File: config.mk
export PLATFORM = sky130hd
export DESIGN_NAME = peripheral_irq_enable_flags
export DESIGN_NICKNAME = d
export VERILOG_FILES = /design/src/rtl/irq_flags_pkg.sv /design/src/rtl/peripheral_irq_enable_flags.sv
export SDC_FILE = /design/constraint.sdc
export NUM_CORES = 1
export LEC_CHECK = 0
export BUFFER_PORTS_ARGS = -buffer_cell sky130_fd_sc_hd__buf_2
export CORE_MARGIN = 1.5
export CORE_UTILIZATION = 55
export CTS_CLUSTER_DIAMETER = 50
export DETAILED_ROUTE_END_ITERATION = 10
export PLACE_DENSITY_LB_ADDON = 0.3
export SLEW_MARGIN = 10
export SYNTH_ARGS = -nofsm -noshare
export SYNTH_HDL_FRONTEND = slang
export SYNTH_SLANG_ARGS = --single-unit
File: constraint.sdc
create_clock -name clk_i -period 1.5 [get_ports clk_i]
set_clock_uncertainty 0.15 [all_clocks]
set_input_delay 0.15 -clock clk_i [delete_from_list [all_inputs] [get_ports clk_i]]
set_output_delay 0.15 -clock clk_i [all_outputs]
set_load 0.005 [all_outputs]
File: src/rtl/irq_flags_pkg.sv
/*
  Constants, field positions, reset values and carrier types for the
  peripheral interrupt enable and request-flag block.
  Assumes a single 250 MHz system clock and a plain register port with
  8-bit data; software sits on the same clock as this block.
*/
package irq_flags_pkg;

  // =========================================================================
  // register map (byte index on the 5-bit register port)
  localparam logic [4:0] ADDR_CTRL      = 5'h00;
  localparam logic [4:0] ADDR_EN0       = 5'h01;
  localparam logic [4:0] ADDR_EN2       = 5'h02;
  localparam logic [4:0] ADDR_EN3       = 5'h03;
  localparam logic [4:0] ADDR_EN4       = 5'h04;
  localparam logic [4:0] ADDR_REQ0      = 5'h05;
  localparam logic [4:0] ADDR_REQ2      = 5'h06;
  localparam logic [2:0] PAGE_RISE      = 3'h2;   // 0x08..0x0A, one per port
  localparam logic [2:0] PAGE_FALL      = 3'h3;   // 0x0C..0x0E
  localparam logic [2:0] PAGE_PINFLAG   = 3'h4;   // 0x10..0x12

  // =========================================================================
  // field positions
  localparam int BIT_GLOBAL_EN  = 7;
  localparam int BIT_PERIPH_EN  = 6;
  localparam int BIT_EDGE_SEL   = 0;
  localparam int BIT_TIMER0     = 5;
  localparam int BIT_PIN_CHANGE = 4;
  localparam int BIT_EXT_PIN    = 0;

  // implemented-bit masks
  localparam logic [7:0] CTRL_MASK = 8'hC1;
  localparam logic [7:0] REQ0_MASK = 8'h31;   // bits 7..6 and 3..1 absent
  localparam logic [7:0] REQ0_WMASK = 8'h21;  // summary bit is read-only

  // reset values
  localparam logic [7:0] CTRL_RESET = 8'h01;  // edge select comes up rising
  localparam logic [7:0] REG_RESET  = 8'h00;

  localparam int PORT_COUNT = 3;

  // =========================================================================
  // carrier for one register-port cycle
  typedef struct packed {
    logic       rd;
    logic       wr;
    logic [4:0] addr;
    logic [7:0] wdata;
  } reg_req_type;

  typedef logic [PORT_COUNT-1:0][7:0] port_bits_type;

endpackage

File: src/rtl/peripheral_irq_enable_flags.sv
/*
  Interrupt enable registers, request flags, pin-change detection and the
  combined interrupt request of a small microcontroller.
  Assumes: register port on clk_i, read data one cycle after the strobe;
  timer0 overflow and register-2 events are one-cycle pulses on clk_i;
  register-3/4 request levels come from peripheral flag registers on clk_i;
  the external pin and port pins are asynchronous and are synchronised here.
*/
// The implementer's own choices: strobed register access and the register offsets.
`timescale 1ns/10ps

module peripheral_irq_enable_flags
  import irq_flags_pkg::*;
(
  input  wire logic          clk_i,          // 250 MHz system clock
  input  wire logic          rstn_i,         // async reset, active low
  input  wire reg_req_type   bus_i,          // register port request
  output logic [7:0]         rdata_o,        // read data, cycle after strobe
  input  wire logic          timer0_ovf_i,   // timer0 overflow pulse
  input  wire logic          ext_pin_i,      // external interrupt pin
  input  wire port_bits_type port_pins_i,    // ports A..C pin levels
  input  wire logic [7:0]    req2_events_i,  // register-2 source pulses
  input  wire logic [7:0]    req3_flags_i,   // register-3 source flags
  input  wire logic [7:0]    req4_flags_i,   // register-4 source flags
  output logic               irq_o           // combined interrupt request
);

  // =========================================================================
  // helpers

  // flag update: a write loads the written value, hardware sets on top so
  // an event in the clearing cycle survives
  function automatic logic [7:0] flag_update(input logic [7:0] cur,
                                             input logic [7:0] set,
                                             input logic       we,
                                             input logic [7:0] wd,
                                             input logic [7:0] wmask);
    logic [7:0] base;
    base = we ? ((cur & ~wmask) | (wd & wmask)) : cur;
    return base | set;
  endfunction

  // true when the request hits one of the per-port pages
  function automatic logic page_hit(input logic [4:0] addr, input logic [2:0] page);
    return (addr[4:2] == page) && (addr[1:0] != 2'h3);
  endfunction

  // =========================================================================
  // state
  logic [7:0]    ctrl;
  logic [7:0]    en0;
  logic [7:0]    en2;
  logic [7:0]    en3;
  logic [7:0]    en4;
  logic [7:0]    req0;
  logic [7:0]    req2;
  port_bits_type rise_mask;
  port_bits_type fall_mask;
  port_bits_type pin_flags;

  logic [7:0]    next_ctrl;
  logic [7:0]    next_en0;
  logic [7:0]    next_en2;
  logic [7:0]    next_en3;
  logic [7:0]    next_en4;
  logic [7:0]    next_req0;
  logic [7:0]    next_req2;
  port_bits_type next_rise_mask;
  port_bits_type next_fall_mask;
  port_bits_type next_pin_flags;

  logic          ext_sync1;
  logic          ext_sync2;
  logic          ext_prev;
  port_bits_type pin_sync1;
  port_bits_type pin_sync2;
  port_bits_type pin_prev;

  logic [7:0]    next_rdata;
  logic          next_irq;

  logic          ext_hit;
  port_bits_type pin_hit;
  logic          summary;
  logic [1:0]    port_idx;

  // =========================================================================
  // synchronisers: first stage feeds only the second stage
  always_ff @(posedge clk_i or negedge rstn_i) begin
    if (!rstn_i) begin
      ext_sync1 <= 1'h0;
      ext_sync2 <= 1'h0;
      ext_prev  <= 1'h0;
      pin_sync1 <= '0;
      pin_sync2 <= '0;
      pin_prev  <= '0;
    end else begin
      ext_sync1 <= ext_pin_i;
      ext_sync2 <= ext_sync1;
      ext_prev  <= ext_sync2;
      pin_sync1 <= port_pins_i;
      pin_sync2 <= pin_sync1;
      pin_prev  <= pin_sync2;
    end
  end

  // edge qualification; a pin high at reset release shows one rising edge
  always_comb begin
    ext_hit = ctrl[BIT_EDGE_SEL] ? (ext_sync2 & ~ext_prev)
                                 : (~ext_sync2 & ext_prev);
    for (int p = 0; p < PORT_COUNT; p++) begin
      pin_hit[p] = (pin_sync2[p] & ~pin_prev[p] & rise_mask[p])
                 | (~pin_sync2[p] & pin_prev[p] & fall_mask[p]);
    end
    summary = |pin_flags;
  end

  // =========================================================================
  // register writes and hardware flag setting
  always_comb begin
    next_ctrl      = ctrl;
    next_en0       = en0;
    next_en2       = en2;
    next_en3       = en3;
    next_en4       = en4;
    next_rise_mask = rise_mask;
    next_fall_mask = fall_mask;
    port_idx       = bus_i.addr[1:0];
    if (bus_i.wr) begin
      unique case (bus_i.addr)
        ADDR_CTRL: next_ctrl = bus_i.wdata & CTRL_MASK;
        ADDR_EN0:  next_en0  = bus_i.wdata & REQ0_MASK;
        ADDR_EN2:  next_en2  = bus_i.wdata;
        ADDR_EN3:  next_en3  = bus_i.wdata;
        ADDR_EN4:  next_en4  = bus_i.wdata;
        default: begin
          if (page_hit(bus_i.addr, PAGE_RISE)) begin
            next_rise_mask[port_idx] = bus_i.wdata;
          end
          if (page_hit(bus_i.addr, PAGE_FALL)) begin
            next_fall_mask[port_idx] = bus_i.wdata;
          end
        end
      endcase
    end
    // flags set irrespective of any enable bit
    next_req0 = flag_update(req0,
                            {2'h0, timer0_ovf_i, 4'h0, ext_hit},
                            bus_i.wr && (bus_i.addr == ADDR_REQ0),
                            bus_i.wdata, REQ0_WMASK) & REQ0_WMASK;
    next_req2 = flag_update(req2, req2_events_i,
                            bus_i.wr && (bus_i.addr == ADDR_REQ2),
                            bus_i.wdata, 8'hFF);
    for (int p = 0; p < PORT_COUNT; p++) begin
      next_pin_flags[p] = flag_update(pin_flags[p], pin_hit[p],
                                      bus_i.wr && page_hit(bus_i.addr, PAGE_PINFLAG)
                                        && (port_idx == 2'(p)),
                                      bus_i.wdata, 8'hFF);
    end
  end

  always_ff @(posedge clk_i or negedge rstn_i) begin
    if (!rstn_i) begin
      ctrl      <= CTRL_RESET;
      en0       <= REG_RESET;
      en2       <= REG_RESET;
      en3       <= REG_RESET;
      en4       <= REG_RESET;
      req0      <= REG_RESET;
      req2      <= REG_RESET;
      rise_mask <= '0;
      fall_mask <= '0;
      pin_flags <= '0;
    end else begin
      ctrl      <= next_ctrl;
      en0       <= next_en0;
      en2       <= next_en2;
      en3       <= next_en3;
      en4       <= next_en4;
      req0      <= next_req0;
      req2      <= next_req2;
      rise_mask <= next_rise_mask;
      fall_mask <= next_fall_mask;
      pin_flags <= next_pin_flags;
    end
  end

  // =========================================================================
  // read data and combined request
  always_comb begin
    next_rdata = 8'h00;  // also the answer to unmapped addresses
    if (bus_i.rd) begin
      unique case (bus_i.addr)
        ADDR_CTRL: next_rdata = ctrl;
        ADDR_EN0:  next_rdata = en0;
        ADDR_EN2:  next_rdata = en2;
        ADDR_EN3:  next_rdata = en3;
        ADDR_EN4:  next_rdata = en4;
        ADDR_REQ0: next_rdata = (req0 & REQ0_WMASK)
                              | {3'h0, summary, 4'h0};
        ADDR_REQ2: next_rdata = req2;
        default: begin
          if (page_hit(bus_i.addr, PAGE_RISE)) begin
            next_rdata = rise_mask[bus_i.addr[1:0]];
          end else if (page_hit(bus_i.addr, PAGE_FALL)) begin
            next_rdata = fall_mask[bus_i.addr[1:0]];
          end else if (page_hit(bus_i.addr, PAGE_PINFLAG)) begin
            next_rdata = pin_flags[bus_i.addr[1:0]];
          end
        end
      endcase
    end
    // core sources need only the global enable; the rest also need peripheral enable
    next_irq = ctrl[BIT_GLOBAL_EN]
             & ( (|(en0 & ((req0 & REQ0_WMASK) | {3'h0, summary, 4'h0})))
               | (ctrl[BIT_PERIPH_EN]
                  & (|(en2 & req2) | |(en3 & req3_flags_i) | |(en4 & req4_flags_i))) );
  end

  // registered outputs; a stale flag fires as soon as its enable is set
  always_ff @(posedge clk_i or negedge rstn_i) begin
    if (!rstn_i) begin
      rdata_o <= 8'h00;
      irq_o   <= 1'h0;
    end else begin
      rdata_o <= next_rdata;
      irq_o   <= next_irq;
    end
  end

  // =========================================================================
  // checks
  a_timer0_sets: assert property (@(posedge clk_i) disable iff (!rstn_i)
    timer0_ovf_i |=> req0[BIT_TIMER0])
    else $error("timer0 overflow did not set its flag");

  a_timer0_holds: assert property (@(posedge clk_i) disable iff (!rstn_i)
    (req0[BIT_TIMER0] && !(bus_i.wr && bus_i.addr == ADDR_REQ0)) |=> req0[BIT_TIMER0])
    else $error("timer0 flag dropped without a write");

  a_ext_edge_sets: assert property (@(posedge clk_i) disable iff (!rstn_i)
    ($rose(ext_sync2) && ctrl[BIT_EDGE_SEL]) |=> req0[BIT_EXT_PIN])
    else $error("rising external edge did not set flag");

  a_ext_wrong_edge: assert property (@(posedge clk_i) disable iff (!rstn_i)
    ($rose(ext_sync2) && !ctrl[BIT_EDGE_SEL] && !req0[BIT_EXT_PIN]
     && !bus_i.wr) |=> !req0[BIT_EXT_PIN])
    else $error("falling-edge select fired on a rise");

  a_summary_read: assert property (@(posedge clk_i) disable iff (!rstn_i)
    (bus_i.rd && bus_i.addr == ADDR_REQ0) |=> (rdata_o[BIT_PIN_CHANGE] == $past(|pin_flags)))
    else $error("summary bit does not follow pin flags");

  a_reserved_zero: assert property (@(posedge clk_i) disable iff (!rstn_i)
    (bus_i.rd && bus_i.addr == ADDR_REQ0) |=> (rdata_o[7:6] == 2'h0 && rdata_o[3:1] == 3'h0))
    else $error("unimplemented request bits read nonzero");

  a_flag_ignores_en: assert property (@(posedge clk_i) disable iff (!rstn_i)
    (req2_events_i[0] && !en2[0] && !ctrl[BIT_GLOBAL_EN]) |=> req2[0])
    else $error("disabled source did not set its flag");

  a_en2_write: assert property (@(posedge clk_i) disable iff (!rstn_i)
    (bus_i.wr && bus_i.addr == ADDR_EN2) |=> (en2 == $past(bus_i.wdata)))
    else $error("enable register 2 write lost");

  a_global_gate: assert property (@(posedge clk_i) disable iff (!rstn_i)
    !ctrl[BIT_GLOBAL_EN] |=> !irq_o)
    else $error("interrupt raised with global enable clear");

  a_periph_request: assert property (@(posedge clk_i) disable iff (!rstn_i)
    (ctrl[BIT_GLOBAL_EN] && ctrl[BIT_PERIPH_EN] && |(en4 & req4_flags_i)) |=> irq_o)
    else $error("enabled peripheral request not raised");

  a_rise_masked: assert property (@(posedge clk_i) disable iff (!rstn_i)
    ($rose(pin_sync2[0][1]) && !rise_mask[0][1] && !pin_flags[0][1] && !bus_i.wr)
      |=> !pin_flags[0][1])
    else $error("masked rising pin edge set a flag");

  // enable writes, then flag setting, holding and clearing, grouped by source
  a_en3_write: assert property (@(posedge clk_i) disable iff (!rstn_i)
    (bus_i.wr && bus_i.addr == ADDR_EN3) |=> (en3 == $past(bus_i.wdata)))
    else $error("enable register 3 write lost");

  a_en4_write: assert property (@(posedge clk_i) disable iff (!rstn_i)
    (bus_i.wr && bus_i.addr == ADDR_EN4) |=> (en4 == $past(bus_i.wdata)))
    else $error("enable register 4 write lost");

  a_en0_write: assert property (@(posedge clk_i) disable iff (!rstn_i)
    (bus_i.wr && bus_i.addr == ADDR_EN0) |=> (en0 == ($past(bus_i.wdata) & REQ0_MASK)))
    else $error("enable register 0 write wrong");

  a_ext_fall_sets: assert property (@(posedge clk_i) disable iff (!rstn_i)
    ($fell(ext_sync2) && !ctrl[BIT_EDGE_SEL]) |=> req0[BIT_EXT_PIN])
    else $error("falling external edge did not set flag");

  a_ext_holds: assert property (@(posedge clk_i) disable iff (!rstn_i)
    (req0[BIT_EXT_PIN] && !(bus_i.wr && bus_i.addr == ADDR_REQ0)) |=> req0[BIT_EXT_PIN])
    else $error("external flag dropped without a write");

  a_timer0_clears: assert property (@(posedge clk_i) disable iff (!rstn_i)
    (bus_i.wr && bus_i.addr == ADDR_REQ0 && !bus_i.wdata[BIT_TIMER0] && !timer0_ovf_i)
      |=> !req0[BIT_TIMER0])
    else $error("timer0 flag not cleared by a zero write");

  a_req2_sets: assert property (@(posedge clk_i) disable iff (!rstn_i)
    (|req2_events_i) |=> ((req2 & $past(req2_events_i)) == $past(req2_events_i)))
    else $error("register-2 event did not set its flag");

  a_req2_holds: assert property (@(posedge clk_i) disable iff (!rstn_i)
    !(bus_i.wr && bus_i.addr == ADDR_REQ2) |=> ((req2 & $past(req2)) == $past(req2)))
    else $error("register-2 flag dropped without a write");

  a_pin_rise_sets: assert property (@(posedge clk_i) disable iff (!rstn_i)
    ($rose(pin_sync2[0][0]) && rise_mask[0][0]) |=> pin_flags[0][0])
    else $error("enabled rising pin edge did not set flag");

  a_pin_fall_sets: assert property (@(posedge clk_i) disable iff (!rstn_i)
    ($fell(pin_sync2[1][7]) && fall_mask[1][7]) |=> pin_flags[1][7])
    else $error("enabled falling pin edge did not set flag");

  a_pin_flag_holds: assert property (@(posedge clk_i) disable iff (!rstn_i)
    (pin_flags[1][7] && !bus_i.wr) |=> pin_flags[1][7])
    else $error("pin change flag dropped without a write");

  // routing: an enabled and gated flag must reach irq_o one cycle later, and a clear peripheral enable must block the peripheral flags
  a_periph_gate: assert property (@(posedge clk_i) disable iff (!rstn_i)
    (!ctrl[BIT_PERIPH_EN] && !(|(en0 & req0)) && !(en0[BIT_PIN_CHANGE] && |pin_flags)) |=> !irq_o)
    else $error("peripheral request passed a clear peripheral enable");

  a_core_request: assert property (@(posedge clk_i) disable iff (!rstn_i)
    (ctrl[BIT_GLOBAL_EN] && en0[BIT_TIMER0] && req0[BIT_TIMER0]) |=> irq_o)
    else $error("enabled timer0 request not raised");

  a_summary_irq: assert property (@(posedge clk_i) disable iff (!rstn_i)
    (ctrl[BIT_GLOBAL_EN] && en0[BIT_PIN_CHANGE] && |pin_flags) |=> irq_o)
    else $error("enabled pin change request not raised");

  a_req2_request: assert property (@(posedge clk_i) disable iff (!rstn_i)
    (ctrl[BIT_GLOBAL_EN] && ctrl[BIT_PERIPH_EN] && |(en2 & req2)) |=> irq_o)
    else $error("enabled register-2 request not raised");

  a_req3_request: assert property (@(posedge clk_i) disable iff (!rstn_i)
    (ctrl[BIT_GLOBAL_EN] && ctrl[BIT_PERIPH_EN] && |(en3 & req3_flags_i)) |=> irq_o)
    else $error("enabled register-3 request not raised");

endmodule // peripheral_irq_enable_flags

==> results of run 1 <==
## per-layer routing
metal / vias up / GRT usage, % / share of wire [%]
li1: 2782 / - / -
met1: 3163 / 39.0 / 42
met2: 292 / 48.3 / 48
met3: 61 / 6.16 / 6.1
met4: 0 / 14.2 / 4.0
met5: - / 0 / 0
## cells by family after synthesis
logic type	share of synthesized area [%]
DFF	58.2
and+or+nand+nor	11.2
muxes	18.0
AOI/OAI and AO/OA	9.96
buffers and inverters	2.63
## path summary, 6_finish.rpt
path / start / to / cells after the start
setup / recovery: en2[5] / irq_o / 4
setup reg to reg: en2[5] / irq_o / 4
hold reg to reg: pin_sync1[17] / pin_sync2[17] / 0
hold / removal: bus_i[5] / req2[5] / 3
max in group asynchronous: rstn_i / rdata_o[2] / 3
min in group asynchronous: rstn_i / en2[7] / 2
## state kept, by name, summed over array words and instances (netlist names)
| register | cells |
|---|---|
| pin_prev | 24 |
| rise_mask | 24 |
| fall_mask | 24 |
| en3 | 8 |
| en2 | 8 |
| ext_sync2 | 1 |
| irq_o | 1 |
| pin_flags | 24 |
| pin_sync1 | 24 |
| req2 | 8 |
| en4 | 8 |
| rdata_o | 8 |
| ext_prev | 1 |
| en0 | 3 |
| pin_sync2 | 24 |
| req0 | 2 |
| ctrl | 3 |
| ext_sync1 | 1 |
## where the power goes
| part | internal [mW] | switching, mW |
|---|---|---|
| registers | 5.89 | 0.561 |
| clock network | 2.40 | 2.22 |
| logic | 1.05 | 0.888 |
## repair_timing
item,in CTS,in global routing
resized for setup,12,11
pin swaps,5,10
endpoints found under the hold margin,232,0
hold buffers,43,0
buffers inserted,1,1
endpoints found under the setup margin,5,5
## final cells by class
type	count	area [um^2]	area share, %
Tap cell	188	235	2.16
Timing Repair Buffer	210	1670	15.3
Inverter	11	41.3	0.379
Sequential cell	196	4910	45.0
Clock buffer	17	425	3.91
Clock inverter	15	181	1.67
Multi-Input combinational cell	413	3430	31.5
## layout by cell type, fill, tap and decap left out, types with 4 or more instances in the layout
cell           synthesis  routed
nor2_1                 7       7
clkbuf_16              0      17
nand4_1                4       4
nand2b_1               5       5
nor4_2                 1       4
o211ai_1              27      27
o21ai_1                9      11
nand2_1               60      60
nand3b_1              32      32
buf_4                  5      79
dfrtp_1              195     195
a21oi_1               10      10
nor2b_1                7       5
mux2_2                49      49
inv_6                  0       4
a22oi_1               24      23
mux2i_1               54      52
o2bb2ai_1             11       9
inv_8                  0       4
mux2_1                18      18
buf_12                 0      13
nor3_1                 8       7
dlygate4sd3_1          0      43
buf_2                 12      74
inv_1                 11      11
mux2_4                15      15
o21ai_0               18      15
## critical path, cell delays in order, from the launching register on
cell and delay, ns:
dfrtp_1 0.41, a22oi_1 0.28, nand4_1 0.15, o31ai_1 0.34
a31oi_1 0.14
## cells in the mapped netlist (3+ instances only)
library cell	number
mux2_4	15
o2bb2ai_1	11
nor2b_1	7
o31ai_1	4
o21ai_0	18
mux2_2	49
nand2_2	3
buf_4	5
nor3_1	8
mux2i_1	54
mux2_1	18
nand2_1	60
dfrtp_1	195
a221oi_1	3
a21oi_1	10
nor2_1	7
o21ai_1	9
o211ai_1	27
nand2b_1	5
inv_1	11
a22oi_1	24
nor4_1	6
buf_2	12
nand3b_1	32
clkbuf_1	14
nand4_1	4
## through the flow
stage	hold slack (ns)	TNS (ns)	area (um^2)
6_report	0.0240	-0.156	10900
3_3_place_gp	-0.0343	-22.70	9730
2_1_floorplan	-0.296	-2.17	8470
5_1_grt	0.0396	-0.414	10900
4_1_cts	0.00327	-0.0529	10800
3_5_place_dp	-0.0282	-25.03	9730
==> impl_metrics.toml, run 1 <==
[run_status]
status = "finished with violations"
failed_checks = "negative setup slack"

[timing]
finalCriticalPeriod_ns = 1.60
final.period_utilization_pct = 107
tightest_slew_ns = 0.431
relSlewSlack_pct = 71.0
setup_violations = 3
setup_slack_ns = -0.101
rsz0062_at_grt = "true"
hold_violations = 0
fmax_mhz = 625
report.final.slew_viol_count = 0

[finish]
n_antenna_cell = 0
fin_util_pct = 72.2
drive_gt1_share_pct = 34.7
fin_nets = 916
final_cells = 1050
area_growth_pct = 29.2
nFillCells = 1032

[die]
die_w_um = 127
dieArea_mm2 = 0.0161
io-pin-count = 76
start_util_pct = 55.9
rows = 45
die_height_um = 127
fp.coreArea_mm2 = 0.0151

[power]
power_mw = 13.0
ir_drop_v = 0.00130
power_density_mw_per_mm2 = 1190
leakagePower_nw = 4.93

[routing]
final_antenna_net_count = 0
first_pass_iters = 5
vias_per_cell = 6.00
drt_iter0_markers = 549
wl_per_cell_um = 21.9
num_vias = 6298
wl_um = 23000
drc = 0

[critical_path]
end_kind = "flop"
crit_fanout = 3
worst-r2r-setup-slack_ns = -0.10
critPathKind = "reg -> reg"
cp-start-kind = "flop"
cp.required_ns = 1.65
arrival_ns = 1.75

[synth]
ys_ff_latch = 196
synth_cells = 655
synth_warnings = 0
synth_cell_types = 62
yosysSeqAreaShare_pct = 58.2
ys.flop_type = "dfrtp_1"
syn_area_mm2 = 0.00843
avgSynthCellArea_um2 = 12.9
synth_top_area_cell = "dfrtp_1"
synth_edf_count = 0
async_reset_ff_share_pct = 100
synth_top_area_share_pct = 57.9
yosys-top-cells-area = "dfrtp_1, mux2_2, mux2i_1, nand3b_1, mux2_4"
syn_nets = 722

[place]
dp_hpwl_um = 16500
place.port_buffers = 75
post-place-ws_ns = -0.427
dpl.cell_count = 974
gp_congestion = 0.947

[clocking]
cts_tree = "yes"
clockBufferDepth = 2
clkLatencyLatePin_ns = 0.43
cts_root_buf = "clkbuf_16"
cts_sinks = 196
clk_pin_slew_ns = 0.07
ctsHtreeMaxLevel = 4
cts-buffers-inserted = 17

[grt]
antenna_found_initial = 0
grt_pass1_wl_um = 35800
grt_usage_pct = 29.9
gr-total-overflow = 0
grt_max_degree = 46
grt_pass1_vias = 6389

[run]
cap_violations = 0

[worst_hold_path]
hp-class = "in -> reg"
Power figures use the tool's default switching activity.
==> run 2: changes to the inputs <==
- REMOVE_ABC_BUFFERS: default -> 1
- SLEW_MARGIN: 10 -> default
- clock period: 1.5 -> 2 ns (I/O delays scaled with it)
==> run 2 against run 1 <==
Compared with the run above:
- the flow now finishes without violations
- fmax is 8.0% lower
- clock-buffer cell count grew 3
- flip-flop and latch count unchanged
- largest power group unchanged
- setup slack better by 0.36 ns
- highest routed layer unchanged
- cell area fell by 6.7%
- critical path type unchanged
==> impl_metrics.toml, run 2 (same netlist as run 1, synthesis figures left out) <==
[clocking]
cts_tree = "yes"
clockBufferDepth = 2
clk_pin_slew_ns = 0.07
ctsHtreeMaxLevel = 4
cts-buffers-inserted = 17
clkLatencyLatePin_ns = 0.43
cts_setup_buffers = 0
cts_root_buf = "clkbuf_16"
cts_sinks = 196

[timing]
report.final.slew_viol_count = 0
final.period_utilization_pct = 86.9
rsz0062_at_grt = "false"
setup_violations = 0
finalCriticalPeriod_ns = 1.74
relSlewSlack_pct = 62.4
hold_violations = 0
fin_hold_ws_ns = 0.0198
fin_setup_tns_ns = 0
fmax_mhz = 575
tightest_slew_ns = 0.564

[place]
place.port_buffers = 75
dp_hpwl_um = 14900
gp_congestion = 0.952
dpl.cell_count = 918

[die]
die_height_um = 127
io-pin-count = 76
fp.coreArea_mm2 = 0.0151
dieArea_mm2 = 0.0161
die_w_um = 127
rows = 45
start_util_pct = 55.9

[finish]
drive_gt1_share_pct = 27.7
nFillCells = 1085
layout_common_cells = "dfrtp_1, buf_2, nand2_1"
n_antenna_cell = 0
layout_commonest_cell = "dfrtp_1"
final_cells = 986
multi_input_area_mm2 = 0.00330
seq_area_mm2 = 0.00491
area_growth_pct = 20.6
fin_nets = 852

[routing]
num_vias = 5938
drc = 0
vias_per_cell = 6.02
wl_um = 21700
drt_iter0_markers = 488
first_pass_iters = 5
final_antenna_net_count = 0
wl_per_cell_um = 22.0

[critical_path]
slowest_stage = "dfrtp_1"
arrival_ns = 1.89
worst-path-buf-inv = 0
crit_fanout = 3
critPathKind = "reg -> reg"
critPathMaxStageDelay_ns = 0.41
crit_family = "simple AND/OR/NAND/NOR gates"
path_cells = "nor4_1 > nand4_1 > o21ai_0 > a31oi_1"
cp.required_ns = 2.15
end_kind = "flop"
cp-start-kind = "flop"

[grt]
antenna_found_initial = 0
grt_usage_pct = 28.7
grt_pass1_vias = 6236
grt_max_degree = 66
grt_pass1_wl_um = 34700
gr-total-overflow = 0

[worst_hold_path]
hp-class = "in -> reg"

[power]
ir_drop_v = 0.000602
leakagePower_nw = 4.57
power_density_mw_per_mm2 = 933

[run]
cap_violations = 0

[run_status]
status = "finished clean"
run 2: power breakdown:
part           switching [mW]  total (mW)  internal (mW)
clock network            1.50        3.43           1.94
registers               0.410        4.83           4.42
logic                   0.584        1.22          0.640
run 2: worst paths after layout:
kind,from,endpoint,slack [ns],cells past startpoint
hold / removal,bus_i[1],rise_mask[17],0.02,3
min in group asynchronous,rstn_i,en3[7],0.18,2
max in group asynchronous,rstn_i,pin_sync1[16],0.87,3
setup reg to reg,pin_flags[22],irq_o,0.26,4
setup / recovery,pin_flags[22],irq_o,0.26,4
hold reg to reg,pin_sync1[12],pin_sync2[12],0.20,0
run 2: through the flow:
stage          setup WS (ns)  utilization, %  instance area, um^2  power (mW)
6_report               0.261            67.4                10200        9.49
5_1_grt                0.145            67.4                10200        9.88
4_1_cts                0.274            67.4                10200        9.53
3_5_place_dp          0.0263            61.0                 9210        6.05
2_1_floorplan          0.277               -                 8250        5.42
3_3_place_gp          0.0532            61.0                 9210        5.96
run 2: per-layer routing:
| layer | vias to the layer above | track usage [%] | part of all wire (%) | wire (um) |
|---|---|---|---|---|
| met2 | 215 | 45.1 | 48 | 10300 |
| met1 | 2998 | 37.4 | 43 | 9240 |
| met3 | 67 | 6.37 | 4.9 | 1070 |
| li1 | 2658 | - | - | - |
| met4 | 0 | 15.7 | 4.9 | 1060 |
| met5 | - | 0 | 0 | 0 |
run 2: layout make-up:
type	instances	share of cell area, %
Clock buffer	20	4.49
Clock inverter	12	1.42
Inverter	11	0.406
Multi-Input combinational cell	413	32.5
Sequential cell	196	48.3
Tap cell	188	2.31
Timing Repair Buffer	146	10.6
run 2: timing repair:
action                    4_1_cts  5_1_grt
resized for setup               0        0
hold buffers                   36        0
hold endpoints to repair       96        0
run 2: worst reg2reg max path, stage by stage (launching register included):
cell	delay, ns
dfrtp_1	0.41
nor4_1	0.41
nand4_1	0.25
o21ai_0	0.27
a31oi_1	0.12
